**config.mk**
```make
export PLATFORM = sky130hd
export DESIGN_NAME = sqs_serial_slave
export DESIGN_NICKNAME = d
export VERILOG_FILES = /design/src/rtl/sqs_sync2.v /design/src/rtl/sqs_buf2.v /design/src/rtl/sqs_serial_slave.v
export VERILOG_INCLUDE_DIRS = /design/src /design/src/rtl
export SDC_FILE = /design/constraint.sdc
export NUM_CORES = 1
export LEC_CHECK = 0
export ABC_AREA = 1
export BUFFER_PORTS_ARGS = -buffer_cell sky130_fd_sc_hd__buf_2
export CAP_MARGIN = 20
export CORE_UTILIZATION = 50
export DETAILED_ROUTE_END_ITERATION = 7
export PLACE_DENSITY = 0.76
export SLEW_MARGIN = 0
export SYNTH_ARGS = -nofsm -noshare
export SYNTH_HDL_FRONTEND = slang
export SYNTH_HIERARCHICAL = 1
export SYNTH_SLANG_ARGS = --single-unit
```
**constraint.sdc**
```tcl
create_clock -name clk_sys -period 5.9 [get_ports clk_sys]
set_input_delay 0 -clock clk_sys [delete_from_list [all_inputs] [get_ports clk_sys]]
set_output_delay 0 -clock clk_sys [all_outputs]
set_load 0.02 [all_outputs]
```
**src/rtl/sqs_consts.vh**
```
/*
 Constants of the serial quad slave command front end: instruction codes,
 last unit indices of each transfer phase, and address stepping codes.
 Assumes inclusion by the design files and the testbench of this block only.
*/
`ifndef SQS_CONSTS_VH
`define SQS_CONSTS_VH

// Instruction codes.
`define SQS_OP_ENTER_QUAD  8'h38
`define SQS_OP_EXIT_QUAD   8'hff
`define SQS_OP_READ        8'h03
`define SQS_OP_FAST_READ   8'h0b
`define SQS_OP_DUAL_READ   8'h3b

// Last unit index of each phase (units counted from zero).
`define SQS_CMD_LAST_1     5'h07
`define SQS_CMD_LAST_4     5'h01
`define SQS_ADDR_LAST_1    5'h0f
`define SQS_ADDR_LAST_4    5'h03
`define SQS_DUMMY_LAST_1   5'h07
`define SQS_DUMMY_LAST_4   5'h05
`define SQS_DATA_LAST_1    5'h1f
`define SQS_DATA_LAST_2    5'h0f
`define SQS_DATA_LAST_4    5'h07

// Address bits 15:14 stepping codes, and the DWORD step in bytes.
`define SQS_STEP_INC       2'h1
`define SQS_STEP_DEC       2'h2
`define SQS_DWORD_BYTES    14'h0004

// Reset values.
`define SQS_RST_QUAD       1'h0
`define SQS_RST_OE_N       4'hf

`endif

```
**src/rtl/sqs_sync2.v**
```verilog
/*
 Two flip-flop synchroniser for a group of independent level inputs.
 Assumes each bit is a level from outside the clk_sys domain.
*/
`timescale 1ns/1ns
module sqs_sync2 #(
  parameter W = 6
) (
  // Clock and reset
  input  wire         clk_sys,
  input  wire         rst_n,
  // Levels
  input  wire [W-1:0] d,
  output reg  [W-1:0] q
);

  reg [W-1:0] meta;

  always @(posedge clk_sys or negedge rst_n) begin
    if (!rst_n) begin
      meta <= {W{1'b0}};
      q    <= {W{1'b0}};
    end else begin
      meta <= d;
      q    <= meta;
    end
  end

endmodule // sqs_sync2

```
**src/rtl/sqs_buf2.v**
```verilog
/*
 Two-entry buffer with valid and ready on both sides and a flush.
 Assumes both sides run on clk_sys; in_ready comes from a flip-flop.
*/
`timescale 1ns/1ns
module sqs_buf2 #(
  parameter W = 46
) (
  // Clock and reset
  input  wire         clk_sys,
  input  wire         rst_n,
  input  wire         flush,
  // Filling side
  input  wire         in_valid,
  output reg          in_ready,
  input  wire [W-1:0] in_data,
  // Draining side
  output wire         out_valid,
  input  wire         out_ready,
  output wire [W-1:0] out_data
);

  reg [W-1:0] mem [0:1];
  reg         wptr;
  reg         rptr;
  reg [1:0]   cnt;
  wire        push;
  wire        pop;
  reg  [1:0]  next_cnt;

  assign out_valid = (cnt != 2'h0);
  assign out_data  = mem[rptr];
  assign push      = in_valid & in_ready;
  assign pop       = out_valid & out_ready;

  always @* begin
    next_cnt = cnt;
    if (push & ~pop)
      next_cnt = cnt + 2'h1;
    else if (pop & ~push)
      next_cnt = cnt - 2'h1;
  end

  always @(posedge clk_sys) begin
    if (push)
      mem[wptr] <= in_data;
  end

  always @(posedge clk_sys or negedge rst_n) begin
    if (!rst_n) begin
      wptr     <= 1'b0;
      rptr     <= 1'b0;
      cnt      <= 2'h0;
      in_ready <= 1'b1;
    end else if (flush) begin
      wptr     <= 1'b0;
      rptr     <= 1'b0;
      cnt      <= 2'h0;
      in_ready <= 1'b1;
    end else begin
      if (push)
        wptr <= ~wptr;
      if (pop)
        rptr <= ~rptr;
      cnt      <= next_cnt;
      in_ready <= (next_cnt != 2'h2);
    end
  end

endmodule // sqs_buf2

```
**src/rtl/sqs_serial_slave.v**
```verilog
/*
 Serial quad slave command front end: decodes single-lane, dual-output and
 quad-mode read commands from an external serial master, steps the DWORD
 address, and shifts register snapshots out on one, two or four lanes.
 Assumes: serial clock, select and lanes are asynchronous and are sampled by
 clk_sys (at least eight clk_sys periods per serial clock period); the
 register side answers rd_req with rd_valid within two clk_sys cycles and
 applies read side effects, deferring live-bit events, on rd_ind.
*/
// Behaviour
// - In quad mode only exit-quad and fast read; all units four bits.
// - Before initialization completes, pins are ignored and change nothing.
// - After initialization, pins stay ignored until select rises once.
// - Read data before initialization completes is not valid.
// - Outside full power, reads and pin activity are ignored.
// - Back at full power, pins stay ignored until select rises.
// - Code 38h on lane 0 in single-lane mode enters quad mode.
// - Code FFh leaves quad mode, serial or as nibbles.
// - Continued clocking reads more words; bits 15:14 step address.
// - Bits 13:0 of the two address bytes form a byte address.
// - Each 32-bit word is captured as a snapshot before shifting.
// - Read side effects happen when shifting starts, even if aborted.
// - Live-bit events after the snapshot are deferred past read indication.
// - Plain read 03h drives lane 1 after the last address bit.
// - Releasing select floats all data outputs at once.
// - Single-lane fast read has one dummy byte, then one bit per edge.
// - Quad fast read has three dummy bytes, then nibbles on four lanes.
// - Dual-output read 3Bh sends bit pairs on lanes 1:0.
// - Inputs sampled on rising edge, outputs change on falling edge.
// - Commands and address msb first; data LSB first, byte msb first.
// - Lanes stay undriven during dummy cycles.
`timescale 1ns/1ns
`include "sqs_consts.vh"
module sqs_serial_slave #(
  parameter AW = 14,
  parameter DW = 32
) (
  // Clock and reset
  input  wire          clk_sys,
  input  wire          rst_n,
  // Serial link
  input  wire          serial_clk,
  input  wire          serial_select_n,
  input  wire [3:0]    serial_io_lanes_in,
  output reg  [3:0]    serial_io_lanes_out,
  output reg  [3:0]    serial_io_lanes_oe_n,
  // Device state
  input  wire          init_done,
  input  wire          full_power_state,
  // Register read port
  output reg           rd_req,
  output reg  [AW-1:0] rd_addr,
  input  wire [DW-1:0] rd_data,
  input  wire          rd_valid,
  output wire          rd_ready,
  output reg           rd_ind,
  output reg  [AW-1:0] rd_ind_addr,
  // Status
  output reg           quad_lane_mode
);

  localparam ST_IDLE   = 6'h01;
  localparam ST_CMD    = 6'h02;
  localparam ST_ADDR   = 6'h04;
  localparam ST_DUMMY  = 6'h08;
  localparam ST_DATA   = 6'h10;
  localparam ST_IGNORE = 6'h20;

  wire [5:0]    sync_q;
  reg           sck_d;
  reg           cs_d;
  reg           armed;
  reg  [5:0]    state;
  reg  [4:0]    cnt;
  reg  [4:0]    dummy_last;
  reg           has_dummy;
  reg  [2:0]    lane_w;
  reg  [15:0]   shift;
  reg  [1:0]    step;
  reg  [DW-1:0] obuf;
  reg           have_word;
  reg  [15:0]   next_shift;
  reg  [DW-1:0] next_obuf;
  reg  [4:0]    cnt_last;
  wire          s_sck;
  wire          s_cs_n;
  wire [3:0]    s_io;
  wire          rise;
  wire          fall;
  wire          sel;
  wire          pop;
  wire          buf_valid;
  wire [AW+DW-1:0] buf_data;
  wire [7:0]    op;

  sqs_sync2 #(
    .W (6)
  ) u_sync (
    .clk_sys (clk_sys),
    .rst_n   (rst_n),
    .d       ({serial_clk, ~serial_select_n, serial_io_lanes_in}),
    .q       (sync_q)
  );

  assign s_sck  = sync_q[5];
  // Select is synchronised inverted so that reset leaves it at its idle high level.
  // Otherwise the first clocks after reset would see a false select rise and arm.
  assign s_cs_n = ~sync_q[4];
  assign s_io   = sync_q[3:0];
  assign rise   = s_sck & ~sck_d;
  assign fall   = ~s_sck & sck_d;

  assign sel = armed & ~s_cs_n & init_done & full_power_state;

  assign pop = sel & (state == ST_DATA) & fall & (cnt == 5'h00);

  sqs_buf2 #(
    .W (AW + DW)
  ) u_buf (
    .clk_sys   (clk_sys),
    .rst_n     (rst_n),
    .flush     (~sel),
    .in_valid  (rd_valid),
    .in_ready  (rd_ready),
    .in_data   ({rd_addr, rd_data}),
    .out_valid (buf_valid),
    .out_ready (pop),
    .out_data  (buf_data)
  );

  function [DW-1:0] lsb_first;
    input [DW-1:0] w;
    begin
      lsb_first = {w[7:0], w[15:8], w[23:16], w[31:24]};
    end
  endfunction

  assign op = next_shift[7:0];

  always @* begin
    if (quad_lane_mode)
      next_shift = {shift[11:0], s_io};
    else
      next_shift = {shift[14:0], s_io[0]};
    if (cnt != 5'h00)
      next_obuf = obuf << lane_w;
    else if (buf_valid)
      next_obuf = lsb_first(buf_data[DW-1:0]);
    else
      next_obuf = {DW{1'b0}};
    case (state)
      ST_CMD:   cnt_last = quad_lane_mode ? `SQS_CMD_LAST_4 : `SQS_CMD_LAST_1;
      ST_ADDR:  cnt_last = quad_lane_mode ? `SQS_ADDR_LAST_4 : `SQS_ADDR_LAST_1;
      ST_DUMMY: cnt_last = dummy_last;
      ST_DATA:  cnt_last = (lane_w == 3'h4) ? `SQS_DATA_LAST_4 :
                           (lane_w == 3'h2) ? `SQS_DATA_LAST_2 : `SQS_DATA_LAST_1;
      default:  cnt_last = 5'h00;
    endcase
  end

  always @(posedge clk_sys or negedge rst_n) begin
    if (!rst_n) begin
      sck_d <= 1'b0;
      cs_d  <= 1'b1;
      armed <= 1'b0;
    end else begin
      sck_d <= s_sck;
      cs_d  <= s_cs_n;
      if (!init_done || !full_power_state)
        armed <= 1'b0;
      else if (s_cs_n & ~cs_d)
        armed <= 1'b1;
    end
  end

  always @(posedge clk_sys or negedge rst_n) begin
    if (!rst_n) begin
      state                <= ST_IDLE;
      cnt                  <= 5'h00;
      dummy_last           <= 5'h00;
      has_dummy            <= 1'b0;
      lane_w               <= 3'h1;
      shift                <= 16'h0000;
      step                 <= 2'h0;
      obuf                 <= {DW{1'b0}};
      have_word            <= 1'b0;
      quad_lane_mode       <= `SQS_RST_QUAD;
      serial_io_lanes_out  <= 4'h0;
      serial_io_lanes_oe_n <= `SQS_RST_OE_N;
      rd_req               <= 1'b0;
      rd_addr              <= {AW{1'b0}};
      rd_ind               <= 1'b0;
      rd_ind_addr          <= {AW{1'b0}};
    end else begin
      rd_req <= 1'b0;
      rd_ind <= 1'b0;
      if (!sel) begin
        state                <= ST_IDLE;
        cnt                  <= 5'h00;
        have_word            <= 1'b0;
        serial_io_lanes_oe_n <= `SQS_RST_OE_N;
      end else begin
        case (state)
          ST_IDLE: begin
            state <= ST_CMD;
            cnt   <= 5'h00;
          end
          ST_CMD: begin
            if (rise) begin
              shift <= next_shift;
              cnt   <= cnt + 5'h01;
              if (cnt == cnt_last) begin
                cnt   <= 5'h00;
                state <= ST_IGNORE;
                if (quad_lane_mode) begin
                  if (op == `SQS_OP_EXIT_QUAD) begin
                    quad_lane_mode <= 1'b0;
                  end else if (op == `SQS_OP_FAST_READ) begin
                    lane_w     <= 3'h4;
                    has_dummy  <= 1'b1;
                    dummy_last <= `SQS_DUMMY_LAST_4;
                    state      <= ST_ADDR;
                  end
                end else begin
                  case (op)
                    `SQS_OP_ENTER_QUAD: quad_lane_mode <= 1'b1;
                    `SQS_OP_EXIT_QUAD: quad_lane_mode <= 1'b0;
                    `SQS_OP_READ: begin
                      lane_w    <= 3'h1;
                      has_dummy <= 1'b0;
                      state     <= ST_ADDR;
                    end
                    `SQS_OP_FAST_READ: begin
                      lane_w     <= 3'h1;
                      has_dummy  <= 1'b1;
                      dummy_last <= `SQS_DUMMY_LAST_1;
                      state      <= ST_ADDR;
                    end
                    `SQS_OP_DUAL_READ: begin
                      lane_w     <= 3'h2;
                      has_dummy  <= 1'b1;
                      dummy_last <= `SQS_DUMMY_LAST_1;
                      state      <= ST_ADDR;
                    end
                    default: state <= ST_IGNORE;
                  endcase
                end
              end
            end
          end
          ST_ADDR: begin
            if (rise) begin
              shift <= next_shift;
              cnt   <= cnt + 5'h01;
              if (cnt == cnt_last) begin
                cnt     <= 5'h00;
                rd_addr <= next_shift[AW-1:0];
                step    <= next_shift[15:14];
                rd_req  <= 1'b1;
                state   <= has_dummy ? ST_DUMMY : ST_DATA;
              end
            end
          end
          ST_DUMMY: begin
            serial_io_lanes_oe_n <= `SQS_RST_OE_N;
            if (rise) begin
              cnt <= cnt + 5'h01;
              if (cnt == cnt_last) begin
                cnt   <= 5'h00;
                state <= ST_DATA;
              end
            end
          end
          ST_DATA: begin
            if (fall) begin
              obuf      <= next_obuf;
              have_word <= 1'b1;
              cnt       <= (cnt == cnt_last) ? 5'h00 : cnt + 5'h01;
              if (lane_w == 3'h4) begin
                serial_io_lanes_out  <= next_obuf[DW-1:DW-4];
                serial_io_lanes_oe_n <= 4'h0;
              end else if (lane_w == 3'h2) begin
                serial_io_lanes_out  <= {2'h0, next_obuf[DW-1:DW-2]};
                serial_io_lanes_oe_n <= 4'hc;
              end else begin
                serial_io_lanes_out  <= {2'h0, next_obuf[DW-1], 1'b0};
                serial_io_lanes_oe_n <= 4'hd;
              end
              if (cnt == 5'h00) begin
                rd_ind      <= buf_valid;
                rd_ind_addr <= buf_data[AW+DW-1:DW];
              end
            end else if (rise && cnt == 5'h00 && have_word) begin
              rd_req <= 1'b1;
              if (step == `SQS_STEP_INC)
                rd_addr <= rd_addr + `SQS_DWORD_BYTES;
              else if (step == `SQS_STEP_DEC)
                rd_addr <= rd_addr - `SQS_DWORD_BYTES;
            end
          end
          ST_IGNORE: begin
            serial_io_lanes_oe_n <= `SQS_RST_OE_N;
          end
          default: state <= ST_IDLE;
        endcase
      end
    end
  end

endmodule // sqs_serial_slave

```
==> metrics.md, run 1 <==
| Metric | Value |
|---|---|
| Area share of the largest cell type after synthesis | 0.2779 |
| Layout cell share with drive strength beyond 1 | 0.1413 |
| Least-Margin Pin Slew | 0.9642 ns |
| Cells after synthesis | 1,183 |
| Vias | 8,658 |
| Crit path kind | flop to flop |
| Htree depth | 1 |
| Main flop type after synthesis | dfrtp_1 |
| Max Cap Viol | 0 |
| Number of setup buffers added after CTS | 0 |
| Grt met2 use | 0.4031 |
| Die Ht | 147.8 um |
| Initial Utilization | 0.5167 |
| Final core occ | 0.6056 |
| Setup TNS | 0 ns |
| Grt met1 use | 0.3148 |
| EDFF count, synth | around 90 |
| Area growth syn-to-layout | 17.19% |
| Synth area leader | dfrtp_1 |
| PostCTS Resize Cnt | 0 |
| Max VDD drop | 0.0002254 V |
| Core area | 20,560 sq um |
| Max Root-Sink Buffers | 3 |
| Most Crowded Layer GR | met2 |
| Synth Register Bits | between 200 and 250 |
| Post-placement cell count | roughly 1,500 |
| DP HPWL | 16.93 mm |
| Final ANT Viol Nets | 0 |
| FMAX | 0.3028 GHz |
| Asr flop ratio synth | 0.5760 |
| Tcrit/Tclk final | 0.5597 |
| WP data required | 6.28 ns |
| Wire per inst | around 16 um |
| Setup violators final | 0 |
| Via-to-Cell Ratio | 5.483 |
| Drt total wl | 25.61 mm |
| Die W | 147.8 um |
| Total track usage | 0.2385 |
| Worst-path clk slew | 0.06 ns |
| CP max-delay cell | nand4_1 |
| Mean area per synthesized cell | roughly 9.0 sq um |
| Fill cells | 1,737 |
| Total power | about 3.2 mW |
| First DRT Iteration DRCs | slightly below 600 |
| Cell Area, Synth | 10,620 sq um |
| Global route overflow | 0 |
| Core Rows | 52 |
| CTS root buf | clkbuf_16 |
| Unique masters post-synth | 50 |
| Grt met3 use | 0.03580 |
| Max-slew violations | 0 |
| Ys Warns | 6 |
| Vias in the first global route | 8,198 |
| PwrDens | approximately 260 nW/um^2 |
| IO buf count | between 80 and 90 |
| Sequential fraction of the synthesis area | 0.5553 |
| Hold crit path type | input pin to asynchronous set/reset pin |
| Clock sinks | 217 |
| Num CTS Buffers | 24 |
| Status | finished clean |
| DRC errors left | 0 |
| Pin count of the biggest net entering global routing | about 70 |
| CP startpoint kind | flop |
| Final hold viol count | 0 |
| Clock skew | 0.02550 ns |
| Synth top area cells | dfrtp_1 28%, edfxtp_1 26%, nand2_1 14% |
| Critical Path AT | roughly 3.7 ns |
| DR pass1 iterations | 6 |
| Unrepaired setup endpoints after global routing | no |
| Num ports | 83 |
| Crit Path Max Fanout | between 50 and 60 |
| Antenna violations before repair | 0 |
| Gp weighted congestion | between 0.8 and 0.9 |
| Syn nets | 1,240 |
| CP dominant cell by count | nand2_1 |
| Rel. slew slack | 0.3572 |
| Ant. Diodes | 0 |
| First-pass GRT wire length | 41.32 mm |
| Max stage delay on crit path | 0.61 ns |
| Worst-Skew Late Latency | 0.53 ns |
| Final WS setup | 2.598 ns |
| Die ar. | ~22,000 sq um |
| Post-Layout Cell Count | between 1,500 and 2,000 |
| Total Nets Final | 1,348 |
| Pre-CTS setup slack | 2.648 ns |
| CP Capture Type | flop |
| Leakage | 5.638 nW |
| Minimum clock period | 3.302 ns |
| Worst-path cell chain | nand4_1, nor2_1, inv_1, nor2_4, inv_2, nor2_4, inv_1, nor2_2, nand2_1, nand2_2, nand2_1, nand2_1, nor2_1 |
| CTS tree | built |
## cells in the mapped netlist (5+ instances only)
| cell | n |
|---|---|
| nor2_4 | 7 |
| clkbuf_1 | 29 |
| inv_1 | 92 |
| nor2_1 | 46 |
| mux2i_1 | 18 |
| inv_2 | 13 |
| nand2_1 | 410 |
| xor2_1 | 5 |
| nand2_2 | 6 |
| buf_2 | 9 |
| o21ai_2 | 7 |
| dfrtp_1 | 118 |
| nand4_1 | 17 |
| o21ai_0 | 85 |
| nand3_1 | 42 |
| edfxtp_1 | 92 |
| nor2_2 | 8 |
| buf_4 | 7 |
| a21oi_1 | 37 |
| a22oi_1 | 45 |
| ha_1 | 13 |
| o21ai_1 | 14 |
| dfstp_2 | 7 |
| o22ai_1 | 5 |
| nor3_1 | 8 |
## sequential cells by signal, indices dropped and copies added (netlist names), 5 cells and up
register     cells
rd_ind_addr     14
shift           15
state            6
u_sync/meta      6
u_sync/q         6
rd_addr         14
cnt              5
obuf            32
u_buf/mem       92
## area by class of cell
cell class / count / area, sq um / share of cell area
timing repair buffer: 130 / 887.1 / 0.07125
inverter: 107 / 401.6 / 0.03226
multi-input combinational: 811 / 4110 / 0.3301
clock buffer: 40 / 742.0 / 0.05959
tap: 270 / 337.8 / 0.02713
sequential: 217 / 5899 / 0.4738
clock inverter: 4 / 72.57 / 0.005829
## where the power goes
| part | switching, mW | total, mW | internal [mW] |
|---|---|---|---|
| Clock | 0.593 | 1.50 | 0.905 |
| Combinational | 0.0571 | 0.0956 | 0.0384 |
| Sequential | 0.00642 | 1.61 | 1.60 |
| Total | 0.656 | 3.20 | 2.54 |
## kinds of logic (layout without fill, tap and decap cells)
group / count (synthesis) / count (layout) / share of synthesized area
compound gates: 216 / 216 / 0.1215
flops: 217 / 217 / 0.5553
buf+inv: 155 / 281 / 0.05971
simple gates: 556 / 556 / 0.2235
xor+xnor: 7 / 7 / 0.005771
mux: 18 / 18 / 0.01696
fa+ha+maj: 14 / 14 / 0.01720
## worst max-delay path: cells and delay by family, from the launching register on
| family | cells | cell delay [ns] |
|---|---|---|
| buffers and inverters | 3 | 0.57 |
| AND/OR/NAND/NOR | 10 | 2.20 |
| flip-flops | 1 | 0.36 |
## through the flow
stage	cell area (sq um)	hold WS, ns
floorplan	10620	-0.2956
global placement	11210	-0.005871
detailed placement	11210	0.004150
CTS	12440	0.01847
global route	12450	0.06778
finish	12450	0.02093
## per-layer routing
layer,vias up,wire [um],part of all wire
met3,67,1699,0.066
met2,336,12300,0.48
met1,4079,10780,0.42
met5,-,0,0
met4,0,825,0.032
li1,4176,-,-
## final timing paths
check                           depth (start not counted)              to  slack (ns)             startpoint
min in group clk_sys                                    2  u_sync/meta[0]        0.11  serial_io_lanes_in[0]
worst max-delay path                                   13    u_buf/cnt[0]        2.60            u_sync/q[4]
worst min-delay path                                    2        obuf[14]        0.02                  rst_n
max in group asynchronous                               3        shift[9]        4.59                  rst_n
worst min register to register                          0     u_sync/q[0]        0.35         u_sync/meta[0]
worst max register to register                         13    u_buf/cnt[0]        2.60            u_sync/q[4]
## cell usage in the layout, fill, tap and decap left out, types with 5 or more instances in the layout
master	netlist	final
inv_2	13	13
a21oi_1	37	37
o22ai_1	5	5
nand2_2	6	6
mux2i_1	18	18
nand2_1	410	410
o21ai_1	14	14
xor2_1	5	5
nor2_2	8	10
a22oi_1	45	45
nor3_1	8	8
clkbuf_16	0	25
edfxtp_1	92	92
ha_1	13	13
dlygate4sd3_1	0	41
buf_2	9	81
o21ai_0	85	85
nor2_4	7	9
nand4_1	17	17
o21ai_2	7	7
clkbuf_8	0	6
inv_1	92	92
nand3_1	42	42
dfstp_2	7	7
buf_4	7	6
dfrtp_1	118	118
clkbuf_1	29	9
nor2_1	46	42
## repair_timing
item	CTS	global route
hold endpoints to repair	126	0
hold buffers	41	0
endpoints found under the setup margin	0	0
(Power assumes the default switching activity.)
==> run 2, diff against run 1 <==
- clock period: 5.9 -> 3.4 ns (I/O delays scaled with it)
==> run 2 against run 1 <==
  * Sequential cell count is the same
  * Maximum frequency up 18%
  * Core utilization increased by 0.17 points
  * Routed wire length barely moved
  * Final area grew 0.28%
  * Register-to-register slack worse by 2.0 ns
  * First-iteration DRC count rose by 20%
  * Power is 77% higher
  * Largest power group unchanged
  * Highest routed layer unchanged
==> metrics.md, run 2 (synthesized netlist as in run 1, its figures left out) <==
| Metric | Value |
|---|---|
| Tcrit/Tclk final | 0.8261 (+0.2664) |
| Hold crit path type | input pin to flop |
| Max Root-Sink Buffers | 3 (unchanged) |
| Final hold viol count | 0 (unchanged) |
| First-pass GRT wire length | 42.03 mm (+1.7%) |
| Rel. slew slack | 0.3964 (+0.03918) |
| DR pass1 iterations | 5 (-1) |
| CP Capture Type | flop |
| Total track usage | 0.2417 (+0.003212) |
| Crit Path Max Fanout | 20 (-62%) |
| Biggest regs | u_buf/mem: 92 flops, obuf: 32 flops, shift: 15 flops |
| Drt total wl | 25.59 mm (about the same) |
| PwrDens | 452.1 nW/um^2 (+76%) |
| CTS root buf | clkbuf_16 |
| FMAX | 0.3560 GHz (+18%) |
| Die ar. | 21,830 sq um (unchanged) |
| CTS tree | built |
| Fill cells | 1,751 (+0.81%) |
| Area of the multi-input gates | 4110 sq um (unchanged) |
| Setup crit start | state[1] |
| Setup TNS | 0 ns (unchanged) |
| Minimum clock period | 2.809 ns (-0.4935 ns) |
| Num CTS Buffers | 24 (unchanged) |
| Total power | 5.645 mW (+77%) |
| Ant. Diodes | 0 (unchanged) |
| Die W | 147.8 um (unchanged) |
| Total Nets Final | 1,352 (+0.30%) |
| Top reg by flops | u_buf/mem |
| Core area | 20,560 sq um (unchanged) |
| Critical Path AT | 3.21 ns (-0.47 ns) |
| Wire per inst | 16.16 um (-0.32%) |
| Max Cap Viol | 0 (unchanged) |
| Worst-Skew Late Latency | 0.52 ns (about the same) |
| Final ANT Viol Nets | 0 (unchanged) |
| Clock sinks | 217 (unchanged) |
| Largest register FFs | 92 (unchanged) |
| Vias in the first global route | 8,435 (+2.9%) |
| First DRT Iteration DRCs | 718 (+20%) |
| Design Area, Final | 12,490 sq um (+0.28%) |
| CP startpoint kind | flop |
| Htree depth | 1 (unchanged) |
| Max-slew violations | 0 (unchanged) |
| DRC errors left | 0 (unchanged) |
| Most frequent cells in the layout | 410 x nand2_1, 118 x dfrtp_1, 92 x inv_1, 92 x edfxtp_1, 85 x o21ai_0 |
| Placed Area | 11,250 sq um (+0.33%) |
| Die Ht | 147.8 um (unchanged) |
| Pin count of the biggest net entering global routing | 78 (+9.9%) |
| Reg-to-reg critical path startpoint | state[1] |
| PostCTS Resize Cnt | 0 (unchanged) |
| DP HPWL | 16.76 mm (-1.0%) |
| Commonest non-fill, non-tap cell in the layout | nand2_1 |
| Initial Utilization | 0.5167 (unchanged) |
| Setup violators final | 0 (unchanged) |
| Leakage | 5.664 nW (+0.46%) |
| Via-to-Cell Ratio | 5.479 (about the same) |
| Hold path start | init_done |
| IO buf count | 82 (unchanged) |
| Reg area | 5899 sq um (unchanged) |
| Max VDD drop | 0.0003184 V (+41%) |
| Status | finished clean |
| Worst-path clk slew | 0.07 ns (about the same) |
| WP data required | 3.81 ns (-2.47 ns) |
| Global route overflow | 0 (unchanged) |
| Crit path kind | flop to flop |
| Layout cell share with drive strength beyond 1 | 0.1478 (+0.006424) |
| Area growth syn-to-layout | 17.52% |
| Unrepaired setup endpoints after global routing | no |
| Core Rows | 52 (unchanged) |
| Gp weighted congestion | 0.9029 (+2.6%) |
| Antenna violations before repair | 0 (unchanged) |
| Clock skew | 0.01701 ns (-0.008487 ns) |
| Vias | 8,673 (+0.17%) |
| Num ports | 83 (unchanged) |
| Least-Margin Pin Slew | 0.9055 ns (-0.05877 ns) |
run 2: final cells by class:
type                    count  area share
clock buffers              31     0.05351
well taps                 270     0.02706
flip-flops and latches    217      0.4725
clock inverters            13     0.01273
repair buffers            134     0.07285
inverters                 107     0.03217
multi-input cells         811      0.3292
run 2: report_power, final:
group	internal (mW)	total [mW]	switching, mW
registers	2.77	2.79	0.0118
clock network	1.62	2.69	1.07
logic	0.0676	0.166	0.0988
total	4.46	5.64	1.18
run 2: through the flow:
step / setup WS, ns / instances / hold slack [ns] / util
finish: 0.5912 / 1583 / 0.01880 / 0.6073
detailed placement: 0.5988 / 1498 / 0.06964 / 0.5471
global route: 0.2816 / 1583 / 0.05139 / 0.6073
CTS: 0.6029 / 1583 / 0.006764 / 0.6073
floorplan: 0.2600 / 1183 / -0.2956 / -
global placement: 0.7123 / 1498 / 0.06661 / 0.5471
run 2: metal layers:
| layer | share of wire | GRT usage |
|---|---|---|
| met3 | 0.059 | 0.02840 |
| met4 | 0.027 | 0.07990 |
| met1 | 0.42 | 0.3173 |
| met5 | 0 | 0 |
| met2 | 0.49 | 0.4175 |
run 2: critical path, stage by stage (launching register included):
cell	delay [ns]
dfrtp_1	0.42
nor2_4	0.25
nand3_2	0.36
nor2_1	0.34
inv_1	0.11
nor2_4	0.20
inv_2	0.09
nor2_4	0.35
inv_1	0.10
nor2_2	0.12
nand2_1	0.09
nand2_2	0.09
nand2_1	0.05
nand2_1	0.09
nor2_1	0.04
run 2: final timing paths:
path                       depth (start not counted)              to  slack, ns
hold / removal                                     4    u_buf/cnt[0]       0.02
max in group asynchronous                          3  u_buf/in_ready       2.37
setup / recovery                                  14    u_buf/cnt[0]       0.59
min in group asynchronous                          2        obuf[13]       0.07
setup reg to reg                                  14    u_buf/cnt[0]       0.59
hold reg to reg                                    0     u_sync/q[5]       0.35
run 2: what timing repair did:
action | CTS | global route
buffers inserted | 0 | 0
hold buffers | 41 | 0
endpoints found under the hold margin | 146 | 0
